`config.mk`:
```
export PLATFORM = sky130hd
export DESIGN_NAME = cpi_top
export DESIGN_NICKNAME = d
export VERILOG_FILES = /design/src/design/cpi_pkg.sv /design/src/design/cpi_top.sv /design/src/design/cpi_frame_gen.sv
export SDC_FILE = /design/constraint.sdc
export NUM_CORES = 1
export LEC_CHECK = 0
export BUFFER_PORTS_ARGS = -buffer_cell sky130_fd_sc_hd__buf_4
export CAP_MARGIN = 40
export CORE_MARGIN = 10
export CORE_UTILIZATION = 35
export CTS_BUF_LIST = sky130_fd_sc_hd__clkbuf_4 sky130_fd_sc_hd__clkbuf_8
export DETAILED_ROUTE_END_ITERATION = 7
export PLACE_DENSITY_LB_ADDON = 0.08
export SETUP_SLACK_MARGIN = 0.4
export SYNTH_ARGS = -nofsm -noshare
export SYNTH_HDL_FRONTEND = slang
export SYNTH_SLANG_ARGS = --single-unit
```
`constraint.sdc`:
```
create_clock -name hclk -period 2.15 [get_ports hclk]
set_clock_uncertainty 0.05 [all_clocks]
set_input_delay 0 -clock hclk [delete_from_list [all_inputs] [get_ports hclk]]
set_output_delay 0 -clock hclk [all_outputs]
set_load 0.01 [all_outputs]
```
`src/design/cpi_pkg.sv`:
```
// Constants, register map and helpers for the codec serial port
`default_nettype none
// How it works
// - Mode 4: one output, primary and secondary inputs sharing one LRCK and SCLK.
// - Mode 5: output and secondary input each get their own frame sync and clock.
// - Two slots per frame framed by LRCK; slot 0 left, slot 1 right.
// - Each slot is 32 SCLK cycles; LRCK period is 64 SCLK cycles.
// - LRCK low for the left slot, high for the right slot, 50% duty.
// - LRCK and output bits change on SCLK fall; inputs sampled on SCLK rise.
// - The MSB starts one SCLK cycle after each LRCK transition.
// - 24-bit shift register per serial line; unused bits are zero.
// - Mode 4 DMA slots: out L/R 0/1, primary in 0/1, secondary in 2/3.
// - Out channel uses slot enables 0-1, input channel slot enables 0-3.
// - AIC supports pulse format only: frame sync lasts one serial clock.
// - AIC master option takes codec frame sync; slave option drives it.
// - AIC secondary requests only via active-high pin, never via data LSB.
// - Bulk OUT only in AC'97 or general-purpose modes, never I2S or AIC.
// - With marking enabled, validity is marked by sync omission or tag clearing; the code only reports marking in STAT_MARK_ACT.
package cpi_pkg;
    // Register byte offsets
    localparam logic [7:0]  ADDR_CTRL      = 8'h00;
    localparam logic [7:0]  ADDR_CLKDIV    = 8'h04;
    localparam logic [7:0]  ADDR_TX_LEFT   = 8'h08;
    localparam logic [7:0]  ADDR_TX_RIGHT  = 8'h0c;
    localparam logic [7:0]  ADDR_RX_BASE   = 8'h10;
    localparam logic [7:0]  ADDR_STATUS    = 8'h20;
    // Control fields
    localparam int          CTRL_MODE_LSB  = 0;
    localparam int          CTRL_WL_LSB    = 3;
    localparam int          CTRL_AIC_SLAVE = 5;
    localparam int          CTRL_CODEC_RST = 6;
    localparam int          CTRL_SEC_REQ   = 7;
    localparam int          CTRL_MARK_EN   = 8;
    localparam int          CTRL_BULK_EN   = 9;
    localparam int          CTRL_IN_SLOT   = 10;
    localparam int          CTRL_OUT_SLOT  = 14;
    localparam logic [15:0] CTRL_RESET     = 16'hfc04;
    localparam logic [15:0] CLKDIV_RESET   = 16'h0707;
    // Status fields
    localparam int          STAT_RX_NEW    = 0;
    localparam int          STAT_BULK_ACT  = 4;
    localparam int          STAT_MARK_ACT  = 5;
    localparam int          STAT_LRCK      = 6;
    // Port modes
    localparam logic [2:0]  MODE_GP        = 3'h0;
    localparam logic [2:0]  MODE_AC97_2    = 3'h3;
    localparam logic [2:0]  MODE_I2S4      = 3'h4;
    localparam logic [2:0]  MODE_I2S5      = 3'h5;
    localparam logic [2:0]  MODE_AIC       = 3'h6;
    // Frame timing
    localparam logic [4:0]  POS_MSB        = 5'd1;
    localparam logic [4:0]  POS_LSB24      = 5'd24;
    localparam logic [5:0]  AIC_RESYNC_POS = 6'd1;
    localparam int          SAMPLE_W       = 24;
    localparam logic [1:0]  WL_AIC         = 2'h0;

    typedef logic [SAMPLE_W-1:0] cpi_sample_t;

    // Keeps the top bits of a left-justified 24-bit sample
    function automatic cpi_sample_t cpi_wl_mask(input logic [1:0] wl);
        case (wl)
            2'h0:    cpi_wl_mask = 24'hffff00;
            2'h1:    cpi_wl_mask = 24'hffffc0;
            2'h2:    cpi_wl_mask = 24'hfffff0;
            default: cpi_wl_mask = 24'hffffff;
        endcase
    endfunction : cpi_wl_mask
endpackage : cpi_pkg
`default_nettype wire

```
`src/design/cpi_top.sv`:
```
// Codec serial port: I2S modes 4/5, AIC pulse mode, AHB-Lite registers
`default_nettype none
module cpi_top
(
    // Clock and reset
    input  wire logic        hclk,
    input  wire logic        hresetn,
    // AHB-Lite slave
    input  wire logic        hsel,
    input  wire logic [31:0] haddr,
    input  wire logic [1:0]  htrans,
    input  wire logic        hwrite,
    input  wire logic [2:0]  hsize,
    input  wire logic [31:0] hwdata,
    input  wire logic        hready,
    output var  logic [31:0] hrdata,
    output var  logic        hreadyout,
    output var  logic        hresp,
    // Codec pins
    input  wire logic        frame_sync_pin_i,
    output var  logic        frame_sync_pin_o,
    output var  logic        frame_sync_pin_oe,
    output var  logic        serial_clock_pin_o,
    output var  logic        serial_out_pin_o,
    input  wire logic        serial_in_pin_i,
    output var  logic        codec_reset_pin_o,
    input  wire logic        secondary_channel_pin_i,
    output var  logic        secondary_channel_pin_o,
    output var  logic        secondary_channel_pin_oe
);
    import cpi_pkg::*;

    logic [15:0]  ctrl_q;
    logic [15:0]  clkdiv_q;
    cpi_sample_t  tx_q [2];
    cpi_sample_t  rx_q [4];
    logic [3:0]   rx_new_q;
    logic         ap_wr_q;
    logic [7:0]   ap_addr_q;
    logic [1:0]   fs_sync_q;
    logic [1:0]   sin_sync_q;
    logic [1:0]   sch_sync_q;
    cpi_sample_t  tx_sh_q;
    logic         sdo_q;
    cpi_sample_t  rx_sh_q [2];

    logic [2:0]   mode;
    logic         is_i2s4;
    logic         is_i2s5;
    logic         is_aic;
    logic         is_i2s;
    logic         aic_slave;
    logic         bulk_act;
    logic         mark_act;
    cpi_sample_t  mask;
    logic [3:0]   in_slot_en;
    logic [1:0]   out_slot_en;
    logic         ap_valid;
    logic [3:0]   rx_set;
    logic [3:0]   rx_clr;
    logic [31:0]  rd_mux;

    logic         p_sclk;
    logic [5:0]   p_cnt;
    logic         p_fall;
    logic         p_rise;
    logic         r_sclk;
    logic [5:0]   r_cnt;
    logic         r_fall;
    logic         r_rise;
    logic         p_resync;
    logic [4:0]   p_pos;

    logic [1:0]   ln_fall;
    logic [1:0]   ln_rise;
    logic [5:0]   ln_cnt [2];
    logic [1:0]   ln_din;
    logic [1:0]   ln_en;

    assign mode        = ctrl_q[CTRL_MODE_LSB +: 3];
    assign is_i2s4     = (mode == MODE_I2S4);
    assign is_i2s5     = (mode == MODE_I2S5);
    assign is_aic      = (mode == MODE_AIC);
    assign is_i2s      = is_i2s4 | is_i2s5;
    assign aic_slave   = ctrl_q[CTRL_AIC_SLAVE];
    assign in_slot_en  = ctrl_q[CTRL_IN_SLOT +: 4];
    assign out_slot_en = ctrl_q[CTRL_OUT_SLOT +: 2];
    assign p_pos       = p_cnt[4:0];
    // AIC words are 16 bits; I2S takes the programmed sample width
    assign mask = cpi_wl_mask(is_aic ? WL_AIC : ctrl_q[CTRL_WL_LSB +: 2]);

    // Bulk OUT is refused in I2S and AIC modes
    assign bulk_act = ctrl_q[CTRL_BULK_EN] && (mode <= MODE_AC97_2);
    // Marking is only meaningful while bulk is live
    assign mark_act = bulk_act && ctrl_q[CTRL_MARK_EN];

    // Pin synchronisers
    always_ff @(posedge hclk or negedge hresetn)
    begin
        if (!hresetn)
        begin
            fs_sync_q  <= 2'b00;
            sin_sync_q <= 2'b00;
            sch_sync_q <= 2'b00;
        end
        else
        begin
            fs_sync_q  <= {fs_sync_q[0], frame_sync_pin_i};
            sin_sync_q <= {sin_sync_q[0], serial_in_pin_i};
            sch_sync_q <= {sch_sync_q[0], secondary_channel_pin_i};
        end
    end

    // AIC master: the codec's one-clock sync pulse realigns the frame
    assign p_resync = is_aic && !aic_slave && p_rise && fs_sync_q[1];

    cpi_frame_gen u_play_gen
    (
        .hclk     (hclk),
        .hresetn  (hresetn),
        .en       (is_i2s | is_aic),
        .resync   (p_resync),
        .half_div (clkdiv_q[7:0]),
        .sclk_q   (p_sclk),
        .bitcnt_q (p_cnt),
        .fall_q   (p_fall),
        .rise_q   (p_rise)
    );

    // Independent record timing only exists in mode 5
    cpi_frame_gen u_rec_gen
    (
        .hclk     (hclk),
        .hresetn  (hresetn),
        .en       (is_i2s5),
        .resync   (1'b0),
        .half_div (clkdiv_q[15:8]),
        .sclk_q   (r_sclk),
        .bitcnt_q (r_cnt),
        .fall_q   (r_fall),
        .rise_q   (r_rise)
    );

    // Transmit lane: load at slot start, MSB one clock later
    always_ff @(posedge hclk or negedge hresetn)
    begin
        if (!hresetn)
        begin
            tx_sh_q <= '0;
            sdo_q   <= 1'b0;
        end
        else if (p_fall)
        begin
            if (p_pos == 5'd0)
            begin
                // AIC carries one word per frame, in the left half only
                if (out_slot_en[p_cnt[5]] && !(is_aic && p_cnt[5]))
                    tx_sh_q <= tx_q[p_cnt[5]] & mask;
                else
                    tx_sh_q <= '0;
                sdo_q <= 1'b0;
            end
            else if (p_pos <= POS_LSB24)
            begin
                sdo_q   <= tx_sh_q[SAMPLE_W-1];
                tx_sh_q <= {tx_sh_q[SAMPLE_W-2:0], 1'b0};
            end
            else
                sdo_q <= 1'b0;
        end
    end

    // Receive lanes: lane 0 is the serial_in pin, lane 1 the secondary pin
    assign ln_fall[0] = is_i2s5 ? r_fall : p_fall;
    assign ln_rise[0] = is_i2s5 ? r_rise : p_rise;
    assign ln_cnt[0]  = is_i2s5 ? r_cnt : p_cnt;
    assign ln_din[0]  = sin_sync_q[1];
    assign ln_en[0]   = is_i2s | is_aic;
    assign ln_fall[1] = p_fall;
    assign ln_rise[1] = p_rise;
    assign ln_cnt[1]  = p_cnt;
    assign ln_din[1]  = sch_sync_q[1];
    assign ln_en[1]   = is_i2s4;

    always_comb
    begin
        rx_set = 4'h0;
        for (int i = 0; i < 2; i++)
        begin
            // Slot just ended is the one opposite the new LRCK level
            if (ln_en[i] && ln_fall[i] && ln_cnt[i][4:0] == 5'd0
                && in_slot_en[{i[0], ~ln_cnt[i][5]}]
                && !(is_aic && !ln_cnt[i][5]))
                rx_set[{i[0], ~ln_cnt[i][5]}] = 1'b1;
        end
    end

    always_ff @(posedge hclk or negedge hresetn)
    begin
        if (!hresetn)
        begin
            rx_sh_q <= '{default: '0};
            rx_q    <= '{default: '0};
        end
        else
        begin
            for (int i = 0; i < 2; i++)
            begin
                if (ln_fall[i] && ln_cnt[i][4:0] == 5'd0)
                    rx_sh_q[i] <= '0;
                else if (ln_rise[i] && ln_cnt[i][4:0] >= POS_MSB
                         && ln_cnt[i][4:0] <= POS_LSB24)
                    rx_sh_q[i] <= {rx_sh_q[i][SAMPLE_W-2:0], ln_din[i]};
            end
            for (int s = 0; s < 4; s++)
            begin
                if (rx_set[s])
                    rx_q[s] <= rx_sh_q[s[1]] & mask;
            end
        end
    end

    // Pin drivers, registered so every pin moves on the same edge
    always_ff @(posedge hclk or negedge hresetn)
    begin
        if (!hresetn)
        begin
            frame_sync_pin_o         <= 1'b0;
            frame_sync_pin_oe        <= 1'b0;
            serial_clock_pin_o       <= 1'b0;
            serial_out_pin_o         <= 1'b0;
            codec_reset_pin_o        <= 1'b0;
            secondary_channel_pin_o  <= 1'b0;
            secondary_channel_pin_oe <= 1'b0;
        end
        else
        begin
            serial_clock_pin_o <= p_sclk;
            serial_out_pin_o   <= sdo_q;
            if (is_i2s)
                frame_sync_pin_o <= p_cnt[5];
            else
                frame_sync_pin_o <= (p_cnt == 6'd0);
            frame_sync_pin_oe <= is_i2s || (is_aic && aic_slave);
            if (is_i2s5)
                codec_reset_pin_o <= r_sclk;
            else
                codec_reset_pin_o <= ctrl_q[CTRL_CODEC_RST];
            if (is_i2s5)
                secondary_channel_pin_o <= r_cnt[5];
            else
                secondary_channel_pin_o <= is_aic && ctrl_q[CTRL_SEC_REQ];
            secondary_channel_pin_oe <= is_i2s5 || is_aic;
        end
    end

    // AHB-Lite slave, zero wait states
    assign ap_valid = hsel && htrans[1] && hready;

    always_comb
    begin
        rd_mux = 32'h0000_0000;
        case (haddr[7:0])
            ADDR_CTRL:          rd_mux = {16'h0000, ctrl_q};
            ADDR_CLKDIV:        rd_mux = {16'h0000, clkdiv_q};
            ADDR_TX_LEFT:       rd_mux = {8'h00, tx_q[0]};
            ADDR_TX_RIGHT:      rd_mux = {8'h00, tx_q[1]};
            ADDR_RX_BASE:       rd_mux = {8'h00, rx_q[0]};
            ADDR_RX_BASE + 8'h04: rd_mux = {8'h00, rx_q[1]};
            ADDR_RX_BASE + 8'h08: rd_mux = {8'h00, rx_q[2]};
            ADDR_RX_BASE + 8'h0c: rd_mux = {8'h00, rx_q[3]};
            ADDR_STATUS:
            begin
                rd_mux[STAT_RX_NEW +: 4] = rx_new_q;
                rd_mux[STAT_BULK_ACT]    = bulk_act;
                rd_mux[STAT_MARK_ACT]    = mark_act;
                rd_mux[STAT_LRCK]        = p_cnt[5];
            end
            default:            rd_mux = 32'h0000_0000;
        endcase
    end

    always_ff @(posedge hclk or negedge hresetn)
    begin
        if (!hresetn)
        begin
            ap_wr_q   <= 1'b0;
            ap_addr_q <= 8'h00;
            hrdata    <= 32'h0000_0000;
            hreadyout <= 1'b0;
            hresp     <= 1'b0;
        end
        else
        begin
            ap_wr_q   <= ap_valid && hwrite;
            ap_addr_q <= haddr[7:0];
            hreadyout <= 1'b1;
            hresp     <= 1'b0;
            if (ap_valid && !hwrite)
                hrdata <= rd_mux;
        end
    end

    always_ff @(posedge hclk or negedge hresetn)
    begin
        if (!hresetn)
        begin
            ctrl_q   <= CTRL_RESET;
            clkdiv_q <= CLKDIV_RESET;
            tx_q     <= '{default: '0};
        end
        else if (ap_wr_q)
        begin
            case (ap_addr_q)
                ADDR_CTRL:     ctrl_q   <= hwdata[15:0];
                ADDR_CLKDIV:   clkdiv_q <= hwdata[15:0];
                ADDR_TX_LEFT:  tx_q[0]  <= hwdata[SAMPLE_W-1:0];
                ADDR_TX_RIGHT: tx_q[1]  <= hwdata[SAMPLE_W-1:0];
                default:       ctrl_q   <= ctrl_q;
            endcase
        end
    end

    // Receive flags: write one to clear, a new sample wins over the clear
    assign rx_clr = (ap_wr_q && ap_addr_q == ADDR_STATUS)
                  ? hwdata[STAT_RX_NEW +: 4] : 4'h0;

    always_ff @(posedge hclk or negedge hresetn)
    begin
        if (!hresetn)
            rx_new_q <= 4'h0;
        else
            rx_new_q <= (rx_new_q & ~rx_clr) | rx_set;
    end
endmodule : cpi_top
`default_nettype wire

```
`src/design/cpi_frame_gen.sv`:
```
// Bit clock and 64-bit frame counter generator for one serial stream
`default_nettype none
module cpi_frame_gen
(
    // Clock and reset
    input  wire logic       hclk,
    input  wire logic       hresetn,
    // Control
    input  wire logic       en,
    input  wire logic       resync,
    input  wire logic [7:0] half_div,
    // Timing
    output var  logic       sclk_q,
    output var  logic [5:0] bitcnt_q,
    output var  logic       fall_q,
    output var  logic       rise_q
);
    import cpi_pkg::*;

    logic [7:0] div_q;
    logic       resync_q;

    always_ff @(posedge hclk or negedge hresetn)
    begin
        if (!hresetn)
            resync_q <= 1'b0;
        else if (!en || fall_q)
            resync_q <= 1'b0;
        else if (resync)
            resync_q <= 1'b1;
    end

    always_ff @(posedge hclk or negedge hresetn)
    begin
        if (!hresetn)
        begin
            div_q    <= 8'h00;
            sclk_q   <= 1'b0;
            bitcnt_q <= 6'h3f;
            fall_q   <= 1'b0;
            rise_q   <= 1'b0;
        end
        else if (!en)
        begin
            div_q    <= 8'h00;
            sclk_q   <= 1'b0;
            bitcnt_q <= 6'h3f;
            fall_q   <= 1'b0;
            rise_q   <= 1'b0;
        end
        else if (div_q >= half_div)
        begin
            div_q  <= 8'h00;
            sclk_q <= ~sclk_q;
            fall_q <= sclk_q;
            rise_q <= ~sclk_q;
            // Frame position and LRCK move only on the falling edge
            if (sclk_q)
                bitcnt_q <= resync_q ? AIC_RESYNC_POS : bitcnt_q + 6'd1;
        end
        else
        begin
            div_q  <= div_q + 8'd1;
            fall_q <= 1'b0;
            rise_q <= 1'b0;
        end
    end
endmodule : cpi_frame_gen
`default_nettype wire

```
==> results.py <==
metrics = {
    "finish": {
        "finish.utilization_pct": 49.43,
        "layout_common_cells": "dfrtp_1, nand2_1, buf_4",
        "fin_cells": 2264,
        "mostFrequentLayoutCell": "dfrtp_1",
        "area_delta_synth_final_pct": 38.57,
        "antenna_cells": 0,
        "drive_above_1_share_pct": 41.39,
        "nFillCells": 3978,
        "fin_nets": 1730,
    },
    "drt": {
        "drt_pass1_iterations": 5,
        "wl_per_cell_um": 24.24,
        "antenna_left": 0,
        "vias": 11840,
        "drtIter0Drc": 895,
        "drc": 0,
        "vias_per_cell": 5.229,
        "drt-total-wl_um": 54870,
    },
    "setup_path": {
        "slowest_delay_ns": 0.58,
        "slowest_stage": "dfstp_2",
        "path_cells": "inv_2 -> ha_4 -> nor2b_4 -> buf_6 -> o21ai_4 -> nor4_4 -> buf_4 -> nand3_4 -> clkbuf_16 -> mux2_2",
        "worst-setup-path-type": "flop to flop",
        "crit_path_max_fanout": 7,
        "endpoint_kind": "flop",
        "startpoint_type": "flop",
        "arrival_ns": 2.74,
        "r2r_cells": 10,
        "cp.required_ns": 2.63,
    },
    "placement": {
        "gp_congestion": 0.8686,
        "post-dp-hpwl_um": 34740,
        "dpl.cell_count": 2046,
        "port_buffers": 72,
        "pre_cts_ws_ns": -0.09897,
    },
    "timing": {
        "setup_viol": 52,
        "fin_hold_ws_ns": 0.06144,
        "hold_violations": 0,
        "fin_ws_ns": -0.1128,
        "period_share_pct": 105.2,
        "min_period_ns": 2.263,
        "tightest_slew_ns": 0.6639,
        "slew_headroom_pct": 55.58,
        "max_freq_ghz": 0.4419,
        "rsz0062_at_grt": "true",
        "finalMaxSlewViolations": 0,
    },
    "clock_network": {
        "htreeDepth": 2,
        "path_clk_slew_ns": 0.06,
        "clock_latency_ns": 0.65,
        "root_buffer": "clkbuf_8",
        "cts_buffers": 58,
        "clock_path_buffers": 3,
        "clkSinkCount": 335,
        "cts_tree": "done",
    },
    "grt": {
        "grt_pass1_vias": 12110,
        "grt_start_max_net_pins": 80,
        "antenna_found_initial": 0,
        "grt_overflow": 0,
        "grt_pass1_wl_um": 78030,
        "grt_usage_pct": 19.28,
    },
    "outcome": {
        "failed_checks": "negative setup slack",
        "status": "finished with violations",
    },
    "logic_synthesis": {
        "synth.cell_area_um2": 15470,
        "synth_edf_count": 0,
        "synth.avg_cell_area_um2": 11.30,
        "synth_cells": 1369,
        "ys_ff_latch": 335,
        "synth_cell_types": 70,
        "synth-seq-area-share_pct": 54.40,
        "synthArstFlopShare_pct": 100.0,
        "yosysWarningCount": 0,
        "synth-main-ff-cell": "dfrtp_1",
    },
    "power_and_ir_drop": {
        "p_leak_nw": 9.937,
        "sw_frac_of_total_pct": 23.28,
        "power_report.internal_total_mw": 10.50,
        "combPwrFrac_pct": 5.0,
        "pwr-share-seq_pct": 46.8,
        "clkPwrFrac_pct": 48.1,
        "p_per_area_nw_per_um2": 638.7,
        "p_switching_mw": 3.187,
        "vdd_drop_max_v": 0.0004045,
    },
    "worst_hold_path": {
        "whs_path_depth": 5,
        "worstHoldPathType": "input port to flop",
    },
    "floorplan": {
        "die_h_um": 230.2,
        "start_util_pct": 35.67,
        "die_x_um": 230.2,
        "io_pins": 118,
        "die_area_um2": 53000,
        "row_count": 76,
        "core_area_um2": 43360,
    },
    "job": {
        "cap_violations": 0,
    },
}
## cells in the mapped netlist (25+ instances only)
master    count  area share, %
o21ai_0     110            3.6
inv_1        28           0.68
clkbuf_1     38           0.92
mux2i_1      61            3.9
mux2_2      161             12
dfstp_2      25            4.2
nand2_1     197            4.8
dfrtp_1     310             50
nor2_1       67            1.6
nor3_1       34            1.1
a21oi_1      45            1.5
## layer usage
| metal | vias to the layer above | GRT usage [%] | routed length (µm) |
|---|---|---|---|
| met5 | - | 0 | 0 |
| met4 | 0 | 5.427 | 1173 |
| met3 | 85 | 4.469 | 3009 |
| met2 | 304 | 29.28 | 25270 |
| met1 | 6055 | 26.94 | 25420 |
| li1 | 5395 | - | - |
## worst max-delay path, delay by kind of cell (launching register included)
kind | cells | cell delay, ns
AOI/OAI and AO/OA | 1 | 0.15
adders and majority gates | 1 | 0.15
muxes | 1 | 0.33
DFF | 1 | 0.58
buffers and inverters | 4 | 0.52
and+or+nand+nor | 3 | 0.35
## logic make-up (layout without fill, tap and decap cells)
kind of cell,after synthesis,in the layout,share of synthesized area (%)
muxes,238,238,17.85
DFF,335,335,54.40
AOI/OAI and AO/OA,256,256,9.966
other,2,10,0.04855
adders and majority gates,22,22,1.780
xor gates and xnor gates,13,13,0.7361
and+or+nand+nor,391,392,11.81
buffers and inverters,112,413,3.406
## metrics by stage
step	TNS (ns)	total power [mW]	cell area (µm²)
global placement	-1.210	7.107	17710
floorplan	-0.8235	6.720	16010
CTS	-0.9657	13.84	20280
detailed placement	-3.655	7.107	17710
finish	-2.804	13.69	21430
global route	-7.861	14.19	21430
## power groups by stage
stage          registers, mW  clock network (mW)  logic, mW
2_1_floorplan           6.50                   0      0.222
3_3_place_gp            6.52                   0      0.590
3_5_place_dp            6.52                   0      0.589
4_1_cts                 6.41                6.76      0.676
5_1_grt                 6.41                7.03      0.747
6_report                6.41                6.59      0.691
## state kept, by name, summed over array words and instances (netlist names), 8 cells and up
register and flops:
hrdata 24, ctrl_q 16, u_rec_gen.div_q 8, ap_addr_q 8, rx_q 96, clkdiv_q 16, u_play_gen.div_q 8, rx_sh_q 48
tx_sh_q 24, tx_q 48
## final timing paths
check | end | startpoint | slack, ns
worst max-delay path | rx_q[18]$_DFFE_PN0P_ | u_play_gen.bitcnt_q[1]$_DFFE_PN1P_ | -0.11
worst min-delay path | hrdata[18]$_DFFE_PN0P_ | haddr[2] | 0.06
worst max register to register | rx_q[18]$_DFFE_PN0P_ | u_play_gen.bitcnt_q[1]$_DFFE_PN1P_ | -0.11
worst min register to register | fs_sync_q[1]$_DFF_PN0_ | fs_sync_q[0]$_DFF_PN0_ | 0.30
max in group asynchronous | clkdiv_q[2]$_DFFE_PN1P_ | hresetn | 0.83
min in group asynchronous | rx_q[90]$_DFFE_PN0P_ | hresetn | 0.37
## cell type report
class | count | area (µm²) | area share [%]
flip-flops and latches | 335 | 8414 | 39.26
multi-input cells | 931 | 7820 | 36.49
repair buffers | 276 | 3029 | 14.13
clock buffers | 104 | 1256 | 5.861
well taps | 585 | 732.0 | 3.415
inverters | 29 | 108.9 | 0.5079
clock inverters | 4 | 72.57 | 0.3386
## timing repair
item	in CTS	in global routing
hold endpoints to repair	443	0
gates cloned	8	15
endpoints found under the setup margin	291	309
setup buffers	17	19
pin swaps	38	40
resized for setup	98	181
hold buffers	51	0
No activity file was read; power rests on OpenSTA's default activity.
